<file path="config.mk">
export PLATFORM = sky130hd
export DESIGN_NAME = timer01_counter_modes
export DESIGN_NICKNAME = d
export VERILOG_FILES = /design/src/rtl/timer01_pkg.sv /design/src/rtl/timer01_input_sync.sv /design/src/rtl/timer01_counter_modes.sv
export VERILOG_INCLUDE_DIRS = /design/src /design/src/rtl
export SDC_FILE = /design/constraint.sdc
export NUM_CORES = 1
export LEC_CHECK = 0
export BUFFER_PORTS_ARGS = -buffer_cell sky130_fd_sc_hd__clkbuf_2
export CELL_PAD_IN_SITES_DETAIL_PLACEMENT = 1
export CELL_PAD_IN_SITES_GLOBAL_PLACEMENT = 1
export CORE_AREA = 2 2 128 118
export DETAILED_ROUTE_END_ITERATION = 6
export DIE_AREA = 0 0 130 120
export PLACE_DENSITY = 0.87
export SLEW_MARGIN = 20
export SYNTH_ARGS = -nofsm -noshare
export SYNTH_HDL_FRONTEND = slang
export SYNTH_SLANG_ARGS = --single-unit
</file>
<file path="constraint.sdc">
create_clock -name MCLK -period 2.6 [get_ports MCLK]
set_input_delay 0.52 -clock MCLK [delete_from_list [all_inputs] [get_ports MCLK]]
set_output_delay 0.52 -clock MCLK [all_outputs]
set_load 0.05 [all_outputs]
</file>
<file path="src/rtl/timer01_map.svh">
`ifndef TIMER01_MAP_SVH
`define TIMER01_MAP_SVH

// Register byte addresses on the APB
`define TMR_ADDR_CONTROL 8'h00
`define TMR_ADDR_MODE 8'h04
`define TMR_ADDR_CLOCK 8'h08
`define TMR_ADDR_T0_LOW 8'h0c
`define TMR_ADDR_T0_HIGH 8'h10
`define TMR_ADDR_T1_LOW 8'h14
`define TMR_ADDR_T1_HIGH 8'h18
`define TMR_ADDR_IRQ_CFG 8'h1c

// Control register fields
`define TMR_CTL_TF1 7
`define TMR_CTL_TR1 6
`define TMR_CTL_TF0 5
`define TMR_CTL_TR0 4

// Mode register fields
`define TMR_MOD_TIMER1_GATE_ENABLE 7
`define TMR_MOD_CS1 6
`define TMR_MOD_M1_HI 5
`define TMR_MOD_M1_LO 4
`define TMR_MOD_TIMER0_GATE_ENABLE 3
`define TMR_MOD_CS0 2
`define TMR_MOD_M0_HI 1
`define TMR_MOD_M0_LO 0

// Clock control fields
`define TMR_CLK_T1SYS 3
`define TMR_CLK_T0SYS 2
`define TMR_CLK_SCA_HI 1
`define TMR_CLK_SCA_LO 0

// Interrupt configuration fields
`define TMR_CFG_POL0 0
`define TMR_CFG_POL1 1
`define TMR_CFG_ET0 2
`define TMR_CFG_ET1 3

// Prescaler terminal counts
`define TMR_DIV12_LAST 6'd11
`define TMR_DIV4_LAST 6'd3
`define TMR_DIV48_LAST 6'd47
`define TMR_EXT8_LAST 6'd7

// Count constants and reset values
`define TMR_BYTE_ONES 8'hff
`define TMR_CNT13_ONES 13'h1fff
`define TMR_CNT16_ONES 16'hffff
`define TMR_BYTE_RESET 8'h00
`define TMR_WORD_ZERO 32'h0000_0000

`endif

</file>
<file path="src/rtl/timer01_pkg.sv">
package timer01_pkg;

  // Operating modes of the two-bit mode fields
  typedef enum logic [1:0] {
    MODE_13BIT = 2'b00,
    MODE_16BIT = 2'b01,
    MODE_RELOAD8 = 2'b10,
    MODE_SPLIT = 2'b11
  } timer_mode_type;

  // Prescaler source choices
  typedef enum logic [1:0] {
    SCALE_DIV12 = 2'b00,
    SCALE_DIV4 = 2'b01,
    SCALE_DIV48 = 2'b10,
    SCALE_EXT8 = 2'b11
  } prescale_type;

endpackage

</file>
<file path="src/rtl/timer01_input_sync.sv">
// Two-flop synchroniser with a third sample for edge detection
module timer01_input_sync (
  // Clock and reset
  input wire logic clk,
  input wire logic rst,
  // Raw pin
  input wire logic din,
  // Synchronised level and edges
  output logic level,
  output logic fall,
  output logic rise
);

  logic meta_reg;
  logic sync_reg;
  logic prev_reg;

  // First flop only feeds the second to contain metastability
  always_ff @(posedge clk or posedge rst) begin
    if (rst) begin
      meta_reg <= 1'b0;
      sync_reg <= 1'b0;
      prev_reg <= 1'b0;
    end else begin
      meta_reg <= din;
      sync_reg <= meta_reg;
      prev_reg <= sync_reg;
    end
  end

  // two-sample edges
  assign level = sync_reg;
  assign fall = prev_reg & ~sync_reg;
  assign rise = ~prev_reg & sync_reg;

endmodule

</file>
<file path="src/rtl/timer01_counter_modes.sv">
// Overview of operation
// Each timer holds a 16-bit count as separate low and high bytes.
// 13-bit mode: high byte eight MSBs, low byte bits 4..0 LSBs.
// 13-bit wrap sets overflow flag; enabled flag requests an interrupt.
// Counter select one: count falling edges on the count pin.
// Counter select zero: system clock if selected, else prescaled clock.
// Count only while run is set and, if gated, gate input active.
// Setting run never clears or presets the count bytes.
// 16-bit mode is 13-bit mode using all sixteen bits.
// Reload mode: low byte counts, reloads from high byte on overflow.
// Software loads the low byte before enabling reload mode.
// Split mode: timer 0 low byte uses timer 0 controls and flag.
// Split mode: timer 0 high byte clock only, timer 1 run, flag.
// Timer 0 split: timer 1 no pin counting, no flag, overflow out.
// Timer 1 halts in mode 3; runs in modes 0-2 when timer 0 split.
// Timer 1 implements modes 0-2 like timer 0, configured independently.
// Mode field 00 selects the 13-bit counter/timer.
// Prescale: /12, /4, /48 of system clock, external clock /8.
// Overflow flags cleared by software or by interrupt vectoring.
// Mode 01 16-bit, 10 reload, 11 split; timer 1 stopped.
// Count and gate pins synchronised; falling edge from two samples.
//
// The address map and the APB register port are this design's own decisions.
`include "timer01_map.svh"

module timer01_counter_modes (
  // Clock and reset
  input wire logic MCLK,
  input wire logic RST,
  // APB slave
  input wire logic PSEL,
  input wire logic PENABLE,
  input wire logic PWRITE,
  input wire logic [7:0] PADDR,
  input wire logic [31:0] PWDATA,
  output logic [31:0] PRDATA,
  output logic PREADY,
  output logic PSLVERR,
  // External count, gate and prescale clock pins
  input wire logic TIMER0_COUNT_PIN,
  input wire logic TIMER1_COUNT_PIN,
  input wire logic TIMER0_GATE_ENABLE_INPUT,
  input wire logic TIMER1_GATE_ENABLE_INPUT,
  input wire logic PRESCALE_EXT_CLOCK,
  // Interrupt vectoring acknowledges
  input wire logic TIMER0_VECTOR_ACK,
  input wire logic TIMER1_VECTOR_ACK,
  // Interrupt requests and timer 1 overflow strobe
  output logic TIMER0_IRQ,
  output logic TIMER1_IRQ,
  output logic TIMER1_OVERFLOW_PULSE
);

  // Count step for modes 0..2, returns {overflow, high, low}
  function automatic logic [16:0] count_step(
    input timer01_pkg::timer_mode_type mode,
    input logic [7:0] low,
    input logic [7:0] high
  );
    logic [12:0] c13;
    logic [15:0] c16;
    logic [16:0] res;
    c13 = {high, low[4:0]};
    c16 = {high, low};
    res = {1'b0, high, low};
    unique case (mode)
      // 13-bit count, upper low-byte bits left alone
      timer01_pkg::MODE_13BIT: begin
        c13 = c13 + 13'd1;
        // 13-bit wrap flag
        res = {({high, low[4:0]} == `TMR_CNT13_ONES), c13[12:5],
               low[7:5], c13[4:0]};
      end
      // full 16-bit count
      timer01_pkg::MODE_16BIT: begin
        c16 = c16 + 16'd1;
        res = {({high, low} == `TMR_CNT16_ONES), c16};
      end
      // reload low from high on wrap
      timer01_pkg::MODE_RELOAD8: begin
        if (low == `TMR_BYTE_ONES) begin
          res = {1'b1, high, high};
        end else begin
          res = {1'b0, high, low + 8'd1};
        end
      end
      timer01_pkg::MODE_SPLIT: begin
        res = {1'b0, high, low};
      end
    endcase
    return res;
  endfunction

  // Software state
  logic tr0_reg, tr1_reg, tf0_reg, tf1_reg;
  logic tf0_next, tf1_next;
  logic [7:0] mode_reg;
  logic [3:0] clk_ctl_reg;
  logic [3:0] irq_cfg_reg;
  // count bytes
  logic [7:0] t0_low_reg, t0_high_reg, t1_low_reg, t1_high_reg;
  logic [7:0] t0_low_next, t0_high_next, t1_low_next, t1_high_next;
  // Prescaler
  logic [5:0] presc_cnt_reg;
  logic [5:0] presc_cnt_next;
  logic presc_tick;
  // Bus, interrupt request and overflow strobe outputs
  logic [31:0] prdata_reg;
  logic pready_reg, pslverr_reg;
  logic irq0_reg, irq1_reg, t1_ovf_pulse_reg;

  // Synchronised pins
  logic t0_pin_fall, t1_pin_fall, ext_rise;
  logic timer0_gate_enable_level, timer1_gate_enable_level;

  timer01_input_sync sync_t0 (.clk(MCLK), .rst(RST),
    .din(TIMER0_COUNT_PIN), .level(), .fall(t0_pin_fall), .rise());
  timer01_input_sync sync_t1 (.clk(MCLK), .rst(RST),
    .din(TIMER1_COUNT_PIN), .level(), .fall(t1_pin_fall), .rise());
  timer01_input_sync sync_g0 (.clk(MCLK), .rst(RST),
    .din(TIMER0_GATE_ENABLE_INPUT), .level(timer0_gate_enable_level), .fall(), .rise());
  timer01_input_sync sync_g1 (.clk(MCLK), .rst(RST),
    .din(TIMER1_GATE_ENABLE_INPUT), .level(timer1_gate_enable_level), .fall(), .rise());
  timer01_input_sync sync_ext (.clk(MCLK), .rst(RST),
    .din(PRESCALE_EXT_CLOCK), .level(), .fall(), .rise(ext_rise));

  // Field decode
  timer01_pkg::timer_mode_type mode0, mode1;
  timer01_pkg::prescale_type scale;
  wire timer0_gate_enable_en = mode_reg[`TMR_MOD_TIMER0_GATE_ENABLE];
  wire timer1_gate_enable_en = mode_reg[`TMR_MOD_TIMER1_GATE_ENABLE];
  wire cs0 = mode_reg[`TMR_MOD_CS0];
  wire cs1 = mode_reg[`TMR_MOD_CS1];
  wire t0_sys = clk_ctl_reg[`TMR_CLK_T0SYS];
  wire t1_sys = clk_ctl_reg[`TMR_CLK_T1SYS];
  wire pol0 = irq_cfg_reg[`TMR_CFG_POL0];
  wire pol1 = irq_cfg_reg[`TMR_CFG_POL1];
  wire et0 = irq_cfg_reg[`TMR_CFG_ET0];
  wire et1 = irq_cfg_reg[`TMR_CFG_ET1];
  // mode field decode
  assign mode0 = timer01_pkg::timer_mode_type'(
    mode_reg[`TMR_MOD_M0_HI:`TMR_MOD_M0_LO]);
  assign mode1 = timer01_pkg::timer_mode_type'(
    mode_reg[`TMR_MOD_M1_HI:`TMR_MOD_M1_LO]);
  assign scale = timer01_pkg::prescale_type'(
    clk_ctl_reg[`TMR_CLK_SCA_HI:`TMR_CLK_SCA_LO]);
  wire t0_split = (mode0 == timer01_pkg::MODE_SPLIT);
  wire t1_stopped = (mode1 == timer01_pkg::MODE_SPLIT);

  // APB decode; writes land on the completing access edge
  wire bus_done = PSEL & PENABLE & pready_reg;
  wire bus_wr = bus_done & PWRITE;
  wire [7:0] wbyte = PWDATA[7:0];
  wire wr_ctl = bus_wr & (PADDR == `TMR_ADDR_CONTROL);
  wire wr_mode = bus_wr & (PADDR == `TMR_ADDR_MODE);
  wire wr_clk = bus_wr & (PADDR == `TMR_ADDR_CLOCK);
  wire wr_t0l = bus_wr & (PADDR == `TMR_ADDR_T0_LOW);
  wire wr_t0h = bus_wr & (PADDR == `TMR_ADDR_T0_HIGH);
  wire wr_t1l = bus_wr & (PADDR == `TMR_ADDR_T1_LOW);
  wire wr_t1h = bus_wr & (PADDR == `TMR_ADDR_T1_HIGH);
  wire wr_cfg = bus_wr & (PADDR == `TMR_ADDR_IRQ_CFG);
  wire addr_hit = (PADDR == `TMR_ADDR_CONTROL) |
    (PADDR == `TMR_ADDR_MODE) | (PADDR == `TMR_ADDR_CLOCK) |
    (PADDR == `TMR_ADDR_T0_LOW) | (PADDR == `TMR_ADDR_T0_HIGH) |
    (PADDR == `TMR_ADDR_T1_LOW) | (PADDR == `TMR_ADDR_T1_HIGH) |
    (PADDR == `TMR_ADDR_IRQ_CFG);

  // Read mux; unused upper bits read as zero
  logic [7:0] rd_byte;
  assign rd_byte =
    (PADDR == `TMR_ADDR_CONTROL) ?
      {tf1_reg, tr1_reg, tf0_reg, tr0_reg, 4'h0} :
    (PADDR == `TMR_ADDR_MODE) ? mode_reg :
    (PADDR == `TMR_ADDR_CLOCK) ? {4'h0, clk_ctl_reg} :
    (PADDR == `TMR_ADDR_T0_LOW) ? t0_low_reg :
    (PADDR == `TMR_ADDR_T0_HIGH) ? t0_high_reg :
    (PADDR == `TMR_ADDR_T1_LOW) ? t1_low_reg :
    (PADDR == `TMR_ADDR_T1_HIGH) ? t1_high_reg :
    (PADDR == `TMR_ADDR_IRQ_CFG) ? {4'h0, irq_cfg_reg} : 8'h00;

  // prescaler terminal count per scale setting
  logic [5:0] presc_last;
  assign presc_last =
    (scale == timer01_pkg::SCALE_DIV12) ? `TMR_DIV12_LAST :
    (scale == timer01_pkg::SCALE_DIV4) ? `TMR_DIV4_LAST :
    (scale == timer01_pkg::SCALE_DIV48) ? `TMR_DIV48_LAST :
    `TMR_EXT8_LAST;
  wire ext_scale = (scale == timer01_pkg::SCALE_EXT8);
  // External mode advances only on synchronised rising edges
  wire presc_step = ext_scale ? ext_rise : 1'b1;
  assign presc_tick = presc_step & (presc_cnt_reg >= presc_last);
  assign presc_cnt_next = presc_tick ? 6'd0 :
    (presc_step ? presc_cnt_reg + 6'd1 : presc_cnt_reg);

  // timer clock source per timer
  wire clk_src0 = t0_sys | presc_tick;
  wire clk_src1 = t1_sys | presc_tick;
  // run and gate qualification
  wire timer0_gate_enable_ok = ~timer0_gate_enable_en | (timer0_gate_enable_level == pol0);
  wire timer1_gate_enable_ok = ~timer1_gate_enable_en | (timer1_gate_enable_level == pol1);
  // pin edges or clock for timer 0 and its split low byte
  wire tick0 = tr0_reg & timer0_gate_enable_ok & (cs0 ? t0_pin_fall : clk_src0);
  // split high byte: clock only, started by timer 1 run
  wire tick_split_hi = t0_split & tr1_reg & clk_src1;
  // timer 1 run and source while timer 0 is split
  wire t1_enable = ~t1_stopped &
    (t0_split ? 1'b1 : (tr1_reg & timer1_gate_enable_ok));
  wire tick1 = t1_enable &
    ((cs1 & ~t0_split) ? t1_pin_fall : clk_src1);

  logic [16:0] step0, step1;
  logic t0_ovf, t1_ovf, split_hi_ovf;
  // same step function for both timers
  assign step0 = count_step(mode0, t0_low_reg, t0_high_reg);
  assign step1 = count_step(mode1, t1_low_reg, t1_high_reg);

  // Timer 0 next state; software byte writes win over counting
  always_comb begin
    t0_low_next = t0_low_reg;
    t0_high_next = t0_high_reg;
    t0_ovf = 1'b0;
    split_hi_ovf = 1'b0;
    if (t0_split) begin
      // low byte as an independent 8-bit counter
      if (tick0) begin
        t0_low_next = t0_low_reg + 8'd1;
        t0_ovf = (t0_low_reg == `TMR_BYTE_ONES);
      end
      // high byte overflow feeds timer 1 flag
      if (tick_split_hi) begin
        t0_high_next = t0_high_reg + 8'd1;
        split_hi_ovf = (t0_high_reg == `TMR_BYTE_ONES);
      end
    end else if (tick0) begin
      {t0_ovf, t0_high_next, t0_low_next} = step0;
    end
    // loads come from software, or from the high byte in reload mode
    if (wr_t0l) begin
      t0_low_next = wbyte;
    end
    if (wr_t0h) begin
      t0_high_next = wbyte;
    end
  end

  // Timer 1 next state
  always_comb begin
    t1_low_next = t1_low_reg;
    t1_high_next = t1_high_reg;
    t1_ovf = 1'b0;
    if (tick1) begin
      {t1_ovf, t1_high_next, t1_low_next} = step1;
    end
    if (wr_t1l) begin
      t1_low_next = wbyte;
    end
    if (wr_t1h) begin
      t1_high_next = wbyte;
    end
  end

  // flags: hardware set beats software or vector clear
  wire set_tf0 = t0_ovf;
  // timer 1 flag comes from split high byte only while timer 0 is split
  wire set_tf1 = t0_split ? split_hi_ovf : t1_ovf;
  assign tf0_next = set_tf0 | (wr_ctl ? wbyte[`TMR_CTL_TF0] :
    (tf0_reg & ~TIMER0_VECTOR_ACK));
  assign tf1_next = set_tf1 | (wr_ctl ? wbyte[`TMR_CTL_TF1] :
    (tf1_reg & ~TIMER1_VECTOR_ACK));

  // Control and configuration registers
  always_ff @(posedge MCLK or posedge RST) begin
    if (RST) begin
      tr0_reg <= 1'b0;
      tr1_reg <= 1'b0;
      mode_reg <= `TMR_BYTE_RESET;
      clk_ctl_reg <= 4'h0;
      irq_cfg_reg <= 4'h0;
    end else begin
      // run bits touch no count byte
      if (wr_ctl) begin
        tr0_reg <= wbyte[`TMR_CTL_TR0];
        tr1_reg <= wbyte[`TMR_CTL_TR1];
      end
      if (wr_mode) begin
        mode_reg <= wbyte;
      end
      if (wr_clk) begin
        clk_ctl_reg <= wbyte[3:0];
      end
      if (wr_cfg) begin
        irq_cfg_reg <= wbyte[3:0];
      end
    end
  end

  // Count bytes, flags and prescaler
  always_ff @(posedge MCLK or posedge RST) begin
    if (RST) begin
      t0_low_reg <= `TMR_BYTE_RESET;
      t0_high_reg <= `TMR_BYTE_RESET;
      t1_low_reg <= `TMR_BYTE_RESET;
      t1_high_reg <= `TMR_BYTE_RESET;
      tf0_reg <= 1'b0;
      tf1_reg <= 1'b0;
      presc_cnt_reg <= 6'd0;
    end else begin
      t0_low_reg <= t0_low_next;
      t0_high_reg <= t0_high_next;
      t1_low_reg <= t1_low_next;
      t1_high_reg <= t1_high_next;
      tf0_reg <= tf0_next;
      tf1_reg <= tf1_next;
      presc_cnt_reg <= presc_cnt_next;
    end
  end

  // Registered outputs; a request drops on the same edge as its flag clears
  always_ff @(posedge MCLK or posedge RST) begin
    if (RST) begin
      irq0_reg <= 1'b0;
      irq1_reg <= 1'b0;
      t1_ovf_pulse_reg <= 1'b0;
    end else begin
      // request follows flag and enable
      irq0_reg <= tf0_next & et0;
      irq1_reg <= tf1_next & et1;
      // overflow strobe for baud and converter start
      t1_ovf_pulse_reg <= t1_ovf;
    end
  end

  // APB answer: one wait state, ready lasts one cycle
  always_ff @(posedge MCLK or posedge RST) begin
    if (RST) begin
      pready_reg <= 1'b0;
      pslverr_reg <= 1'b0;
      prdata_reg <= `TMR_WORD_ZERO;
    end else begin
      pready_reg <= PSEL & PENABLE & ~pready_reg;
      pslverr_reg <= PSEL & PENABLE & ~pready_reg & ~addr_hit;
      if (PSEL & PENABLE & ~pready_reg & ~PWRITE) begin
        prdata_reg <= {24'h000000, rd_byte};
      end
    end
  end

  assign PRDATA = prdata_reg;
  assign PREADY = pready_reg;
  assign PSLVERR = pslverr_reg;
  assign TIMER0_IRQ = irq0_reg;
  assign TIMER1_IRQ = irq1_reg;
  assign TIMER1_OVERFLOW_PULSE = t1_ovf_pulse_reg;

endmodule

</file>
==> results.cfg, run 1 <==
[synth]
ys_warn_count = 0
synth_compound_area_share_pct = 21.4
synth-seq-cells = 84
synthCells = 628
yosysSeqAreaShare_pct = 38.5
ys_types = 72
synth_area_per_cell_um2 = 8.69
synth_edf_count = 0
synth_top_flop_cell = dfrtp_1
async_flop_share_pct = 100
synth_fa_ha_area_share_pct = 2.52
synth_xor_area_share_pct = 2.41
syn_area_um2 = 5460
synthMuxAreaShare_pct = 4.82
synth_top_family_by_area = simple AND/OR/NAND/NOR gates
yosys.area_share.simple_pct = 22.7

[worst_setup_path]
endpoint_kind = flop
criticalPathCategory = flop to flop
r2r_start = clk_ctl_reg[0]
setup.worst_path.start = clk_ctl_reg[0]
cp-start-kind = flop
crit_chain = ha_1 -> and3_1 -> o221ai_4 -> o2111a_2 -> buf_4 -> or3_1 -> o221ai_1 -> and2_1
cp.required_ps = 2900
critical-path-max-stage-delay_ps = 440
critPathSlowestCell = dfrtp_1
worstPathArrival_ps = 2790
crit_fanout = 5
rrSetupSlack_ps = 110

[drt]
routed_wl_mm = 19.0
drt_pre_antenna_iters = 5
wire_per_inst_um = 21.5
final_antenna_net_count = 0
num_vias = 5284
drtIter0Drc = 563
via_per_inst = 5.98
drc = 0

[timing]
finalSetupViolations = 0
max_freq_ghz = 0.402
tns_ps = 0
fin_crit_sh_pct = 95.7
period_minus_slack_ps = 2490
relSlewSlack_pct = 53.8
clock_skew_ps = 9.75
hold_viol = 0
maxSlewViolCount = 0
tightest_slew_ps = 687

[die]
die_x_um = 130
initial_core_util_pct = 38.0
rows = 42
die_y_um = 120
fp.dieArea_um2 = 15600
core_area_um2 = 14300
io-pin-count = 89

[clock_tree]
cts-hold-fix-buffers = 0
clockRootBuffer = clkbuf_16
clk_pin_slew_ps = 70
cts_sinks = 84
clk_latency_ps = 370
htree_levels = 3
cts-buffers-inserted = 9
clockBufferDepth = 2
cts_tree = built

[min_path]
hold_path_class = input pin to asynchronous set/reset pin

[grt]
antenna_found_initial = 1
grt_pass1_vias = 5574
gr-total-overflow = 0
grt_start_max_net_pins = 41
grt_pass1_wl_mm = 30.3
track_usage_pct = 25.5

[place]
port_buffers = 40
place_inst = 867
dpl_cell_area_um2 = 5950
dp_hpwl_mm = 13.9
place_congestion = 0.945

[final_layout]
fin_nets = 744
n_antenna_cell = 0
final_cell_mix = dfrtp_1, nor2_1, nand2_1
fill_cells = 1676
final_common_cell = dfrtp_1
instances_no_fill = 884
syn_to_final_growth_pct = 15.8
stdcell_area_um2 = 6320
drive_gt1_share_pct = 19.2

[run]
drv_cap = 0

[status]
outcome = complete, no violations

[pwr]
peakVddDrop_mv = 0.524
pwr_density_cell_nw_per_um2 = 862
total_power_mw = 5.45
p_leak_nw = 2.68
==> critical path: cells and delay by family, from the launching register on <==
kind	cells	cell delay [ps]
AOI/OAI and AO/OA	3	660
adders and majority gates	1	320
buffers and inverters	1	160
DFF	1	440
and+or+nand+nor	3	840
==> cell families after synthesis <==
logic type / count (synthesis)
AND/OR/NAND/NOR: 245
AO/OA/AOI/OAI: 171
flip-flops: 84
buffers and inverters: 81
multiplexers: 20
XOR/XNOR: 15
adder cells (fa/ha/maj): 11
other: 1
==> path summary, 6_finish.rpt <==
path | endpoint | depth (start not counted)
max reg2reg | TIMER1_IRQ | 8
min | t1_low_reg[2] | 2
min reg2reg | sync_g0.level | 0
max | TIMER1_IRQ | 8
min in group MCLK | sync_ext.meta_reg | 1
max in group asynchronous | presc_cnt_reg[5] | 3
==> repair_timing <==
action / in CTS / in global routing
buffers inserted: 0 / 1
hold endpoints to repair: 0 / 0
endpoints found under the setup margin: 0 / 18
resized for setup: 0 / 9
==> final cells by class <==
cell class,instances,area (um2),share of cell area (%)
inverter,25,97.6,1.54
multi-input combinational,486,3070,48.7
sequential,84,2100,33.3
timing repair buffer,75,488,7.72
tap,198,248,3.92
clock inverter,7,82.6,1.31
clock buffer,9,225,3.57
==> metrics by stage <==
stage	hold WS, ps	worst slack (ps)	utilization (%)
5_1_grt	194	-11.9	44.0
3_5_place_dp	336	13.5	41.5
6_report	170	111	44.0
4_1_cts	181	14.4	43.6
3_3_place_gp	333	101	41.5
2_1_floorplan	331	349	-
==> synthesized netlist by cell type, types with 12 or more instances <==
library cell / n / area, um2
nor3_1: 16 / 80.1
o21ai_0: 39 / 195
a31oi_1: 17 / 106
nand2_1: 57 / 214
clkbuf_1: 16 / 60.1
inv_1: 25 / 93.8
o31ai_1: 12 / 90.1
buf_4: 24 / 180
xnor2_1: 12 / 105
dfrtp_1: 84 / 2100
nor2_1: 72 / 270
a21oi_1: 30 / 150
nand3_1: 19 / 95.1
==> layer usage <==
| metal | GRT usage, % | vias to the layer above | routed length [um] |
|---|---|---|---|
| li1 | - | 2346 | - |
| met1 | 32.7 | 2643 | 7780 |
| met2 | 41.8 | 236 | 9210 |
| met3 | 6.29 | 57 | 1500 |
| met4 | 8.87 | 2 | 554 |
| met5 | 0 | - | 9 |
==> power breakdown <==
part / internal (mW) / switching, mW
registers: 1.55 / 0.357
logic: 0.815 / 1.36
clock network: 0.758 / 0.612
No activity file was read; power rests on OpenSTA's default activity.
==> run 2, diff against run 1 <==
--- a/config.mk
+++ b/config.mk
@@ -6,7 +6,7 @@
 export SDC_FILE = /design/constraint.sdc
 export NUM_CORES = 1
 export LEC_CHECK = 0
-export BUFFER_PORTS_ARGS = -buffer_cell sky130_fd_sc_hd__clkbuf_2
+export BUFFER_PORTS_ARGS = -buffer_cell sky130_fd_sc_hd__buf_2
 export CELL_PAD_IN_SITES_DETAIL_PLACEMENT = 1
 export CELL_PAD_IN_SITES_GLOBAL_PLACEMENT = 1
 export CORE_AREA = 2 2 128 118
==> results.cfg, run 2 (synthesis gave the netlist of run 1 again) <==
[worst_setup_path]
crit_chain = ha_1 -> and3_4 -> o221ai_4 -> o2111a_2 -> or2_4 -> o311a_1 -> or3_1
worstPathArrival_ps = 2760
endpoint_kind = flop
cp-start-kind = flop
crit_fanout = 5
criticalPathCategory = flop to flop
critPathSlowestCell = dfrtp_2
critical-path-max-stage-delay_ps = 440
cp.required_ps = 2830

[clock_tree]
cts-buffers-inserted = 9
htree_levels = 3
clk_latency_ps = 360
cts_tree = built
clockRootBuffer = clkbuf_16
clk_pin_slew_ps = 70
cts_sinks = 84
cts-hold-fix-buffers = 0
clockBufferDepth = 2

[status]
outcome = complete, no violations

[place]
port_buffers = 40
place_inst = 867
place_congestion = 0.951
dp_hpwl_mm = 13.8

[run]
drv_cap = 0

[drt]
drtIter0Drc = 504
drc = 0
via_per_inst = 6.04
routed_wl_mm = 19.3
drt_pre_antenna_iters = 5
final_antenna_net_count = 0
num_vias = 5359
wire_per_inst_um = 21.8

[timing]
hold_viol = 0
clock_skew_ps = 11.3
max_freq_ghz = 0.395
relSlewSlack_pct = 55.5
fin_crit_sh_pct = 97.3
maxSlewViolCount = 0
tns_ps = 0
period_minus_slack_ps = 2530
tightest_slew_ps = 665
rsz0062_at_grt = no
holdWs_ps = 142
finalSetupViolations = 0

[grt]
grt_pass1_vias = 5460
track_usage_pct = 25.6
antenna_found_initial = 2
grt_pass1_wl_mm = 30.2
grt_start_max_net_pins = 70
gr-total-overflow = 0

[die]
die_y_um = 120
io-pin-count = 89
core_area_um2 = 14300
die_x_um = 130
rows = 42
initial_core_util_pct = 38.0
fp.dieArea_um2 = 15600

[min_path]
hold_path_class = input pin to asynchronous set/reset pin

[final_layout]
fin_nets = 745
drive_gt1_share_pct = 19.2
final_cell_mix = dfrtp_1, nor2_1, nand2_1
syn_to_final_growth_pct = 15.9
final_common_cell = dfrtp_1
instances_no_fill = 887

[pwr]
p_leak_nw = 2.69
pwr_density_cell_nw_per_um2 = 876
peakVddDrop_mv = 0.403
==> run 2: repair_timing <==
action	4_1_cts	5_1_grt
buffers inserted	0	2
pin swaps	1	1
setup endpoints to repair	7	9
resized for setup	2	6
==> run 2: area by class of cell <==
cell class              count  area (um2)
well taps                 198         248
diodes                      2        5.00
clock buffers               9         225
flip-flops and latches     84        2100
clock inverters             7        98.8
repair buffers             76         483
fillers                  1698        8020
inverters                  25        97.6
multi-input cells         486        3070
==> run 2: metal layers <==
layer / GRT usage (%) / share of wire (%)
met1: 32.4 / 40
met4: 10.3 / 3.3
met3: 6.24 / 7.1
met2: 41.8 / 49
met5: 0 / 0
==> run 2: final timing paths <==
check	startpoint	slack, ps	cells past startpoint	end
setup / recovery	clk_ctl_reg[0]	70	7	t1_high_reg[7]
setup reg to reg	clk_ctl_reg[0]	70	7	t1_high_reg[7]
hold / removal	RST	140	2	sync_t1.level
hold reg to reg	sync_t0.meta_reg	340	0	sync_t0.level
max in group asynchronous	RST	1780	3	t0_low_reg[5]
min in group MCLK	PRESCALE_EXT_CLOCK	270	1	sync_ext.meta_reg
==> run 2: report_power, final <==
group	leakage (nW)	switching, mW	internal [mW]
clock	0.162	0.577	0.850
combinational	1.55	1.38	0.832
sequential	0.978	0.360	1.55
==> run 2: through the flow <==
step / instance area (um2) / total power [mW] / utilization (%) / worst slack (ps)
after CTS: 6270 / 5.41 / 43.7 / 17.8
after global placement: 5940 / 3.83 / 41.4 / 86.1
final: 6330 / 5.54 / 44.1 / 69.2
after floorplan: 5550 / 3.32 / - / 349
after detailed placement: 5940 / 3.95 / 41.4 / 9.49
after global routing: 6320 / 5.85 / 44.1 / 14.0
==> run 2: critical path: cells and delay by family, from the launching register on <==
family / cells / cell delay (ps)
and+or+nand+nor: 3 / 880
AOI/OAI and AO/OA: 3 / 780
DFF: 1 / 440
adders and majority gates: 1 / 310
==> run 3, diff against run 2 <==
--- a/config.mk
+++ b/config.mk
@@ -6,12 +6,13 @@
 export SDC_FILE = /design/constraint.sdc
 export NUM_CORES = 1
 export LEC_CHECK = 0
+export ABC_AREA = 1
 export BUFFER_PORTS_ARGS = -buffer_cell sky130_fd_sc_hd__buf_2
 export CELL_PAD_IN_SITES_DETAIL_PLACEMENT = 1
 export CELL_PAD_IN_SITES_GLOBAL_PLACEMENT = 1
-export CORE_AREA = 2 2 128 118
+export CORE_AREA = 2 2 139 128
 export DETAILED_ROUTE_END_ITERATION = 6
-export DIE_AREA = 0 0 130 120
+export DIE_AREA = 0 0 141 130
 export PLACE_DENSITY = 0.87
 export SLEW_MARGIN = 20
 export SYNTH_ARGS = -nofsm -noshare
==> results.cfg, run 3 <==
[grt]
antenna_found_initial = 2
grt_pass1_wl_mm = 35.2
grt_pass1_vias = 6693
track_usage_pct = 24.8
grt_start_max_net_pins = 65
gr-total-overflow = 0

[place]
port_buffers = 40
place_congestion = 0.931
pre_cts_ws_ps = 101
place_inst = 1219
dp_hpwl_mm = 17.1

[timing]
fin_crit_sh_pct = 91.6
clock_skew_ps = 9.53
setup_ws_ps = 218
holdWs_ps = 218
relSlewSlack_pct = 53.8
max_freq_ghz = 0.420
tns_ps = 0
period_minus_slack_ps = 2380
maxSlewViolCount = 0
hold_viol = 0
finalSetupViolations = 0
tightest_slew_ps = 691
rsz0062_at_grt = no

[worst_setup_path]
reg2regPathDepth = 14
cp-start-kind = flop
endpoint_kind = flop
cp.required_ps = 2880
criticalPathCategory = flop to flop
worstPathArrival_ps = 2660
rrSetupSlack_ps = 220
r2r-end = t0_low_reg[4]
crit_fanout = 7
r2r_start = clk_ctl_reg[1]

[die]
io-pin-count = 89
fp.dieArea_um2 = 18300
die_x_um = 141
initial_core_util_pct = 36.0
rows = 46
core_area_um2 = 17100
die_y_um = 130

[synth]
synth_area_per_cell_um2 = 6.43
synth_commonest_cells = nand2_1, inv_1, nor2_1
ys_types = 41
yosysTopAreaCell = dfrtp_1
synth-seq-cells = 84
ys_top_cells_by_area = dfrtp_1, nand2_1, nand3_1
synthCells = 956
synth_edf_count = 0
syn_area_um2 = 6150
post-synth-top-count-cell = nand2_1
ys_warn_count = 0
yosysTopAreaCellShare_pct = 34.2
synth_top_flop_cell = dfrtp_1
async_flop_share_pct = 100
yosysSeqAreaShare_pct = 34.2

[clock_tree]
clockBufferDepth = 2
cts_sinks = 84
cts-buffers-inserted = 9
htree_levels = 3
cts-hold-fix-buffers = 0
clockRootBuffer = clkbuf_16
clk_latency_ps = 350
cts_setup_buffers = 0
clk_pin_slew_ps = 70
cts_tree = built

[min_path]
hold_path_class = input pin to asynchronous set/reset pin

[status]
outcome = complete, no violations

[pwr]
p_leak_nw = 3.59
peakVddDrop_mv = 0.350
pwr_density_cell_nw_per_um2 = 476

[drt]
drtIter0Drc = 470
via_per_inst = 5.30
routed_wl_mm = 22.0
drc = 0
num_vias = 6548
final_antenna_net_count = 0
wire_per_inst_um = 17.8
drt_pre_antenna_iters = 5

[final_layout]
final_cell_mix = nand2_1, inv_1, nor2_1
instances_no_fill = 1235
drive_gt1_share_pct = 11.6
syn_to_final_growth_pct = 13.1
register_area_um2 = 2100
multi_input_area_um2 = 3490
fin_nets = 1077
n_antenna_cell = 0
fill_cells = 2280
final_common_cell = nand2_1

[run]
drv_cap = 0
run 3: changes by cell type after synthesis, sizes merged, moves of 10 or more:
cell	previous run	this run
a31oi	18	0
nand2	57	361
clkbuf	16	4
nand3	19	80
nor3	19	5
o31ai	13	0
a22oi	11	1
nand2b	11	0
o21ai	43	79
and3	11	0
inv	25	112
mux2	10	0
nor2	72	104
run 3: worst max-delay path by stage:
stage	start	endpoint	slack (ps)	depth (start not counted)
after floorplan	clk_ctl_reg[0]	t0_low_reg[7]	520	13
after global placement	clk_ctl_reg[1]	t1_low_reg[6]	190	14
after detailed placement	clk_ctl_reg[1]	t1_low_reg[6]	100	14
after CTS	clk_ctl_reg[1]	t1_low_reg[7]	60	14
after global routing	clk_ctl_reg[1]	t0_high_reg[4]	20	14
final	clk_ctl_reg[1]	t0_low_reg[4]	220	14
run 3: layout make-up:
class,instances,share of cell area [%]
timing repair buffer,59,5.11
clock buffer,9,3.24
sequential,84,30.2
inverter,112,6.14
tap,216,3.89
multi-input combinational,748,50.3
clock inverter,7,1.13
run 3: stage by stage:
stage                     utilization [%]  area, um2  total power, mW
after floorplan                         -       6240             1.84
after global placement               38.8       6630             1.96
after detailed placement             38.8       6630             1.99
after CTS                            40.5       6930             3.33
after global routing                 40.7       6950             3.46
final                                40.7       6950             3.31
run 3: worst max-delay path, stage by stage (launching register included):
cell and delay [ps]:
dfrtp_1 390, inv_1 90, or2_2 280, ha_1 290
inv_1 40, nor2_1 120, nand2_1 70, nand3_1 90
nand2_2 120, nand2_1 100, nand2_1 170, buf_4 200
nand2_1 140, o22ai_1 90, nor2_1 120
run 3: logic make-up (layout without fill, tap and decap cells):
family,after synthesis,count (layout),synth area share (%)
AO/OA/AOI/OAI,130,130,11.4
XOR/XNOR,12,12,1.71
adder cells (fa/ha/maj),11,11,2.24
buffers and inverters,147,187,10.8
flip-flops,84,84,34.2
other,1,24,0.0610
AND/OR/NAND/NOR,571,571,39.6
run 3: per-layer routing:
layer	track usage, %	vias to the layer above	part of all wire (%)
met4	9.24	4	3.2
met5	0	-	0.12
li1	-	3105	-
met3	5.10	52	6.1
met1	32.4	3187	45
met2	40.8	200	45
run 3: where the power goes:
| group | internal [mW] | total, mW | switching [mW] |
|---|---|---|---|
| combinational | 0.138 | 0.532 | 0.394 |
| sequential | 1.37 | 1.43 | 0.0602 |
| clock | 0.759 | 1.35 | 0.588 |
run 3: repair_timing:
| item | CTS | global route |
|---|---|---|
| setup endpoints to repair | 0 | 13 |
| hold endpoints to repair | 0 | 0 |
| resized for setup | 0 | 8 |
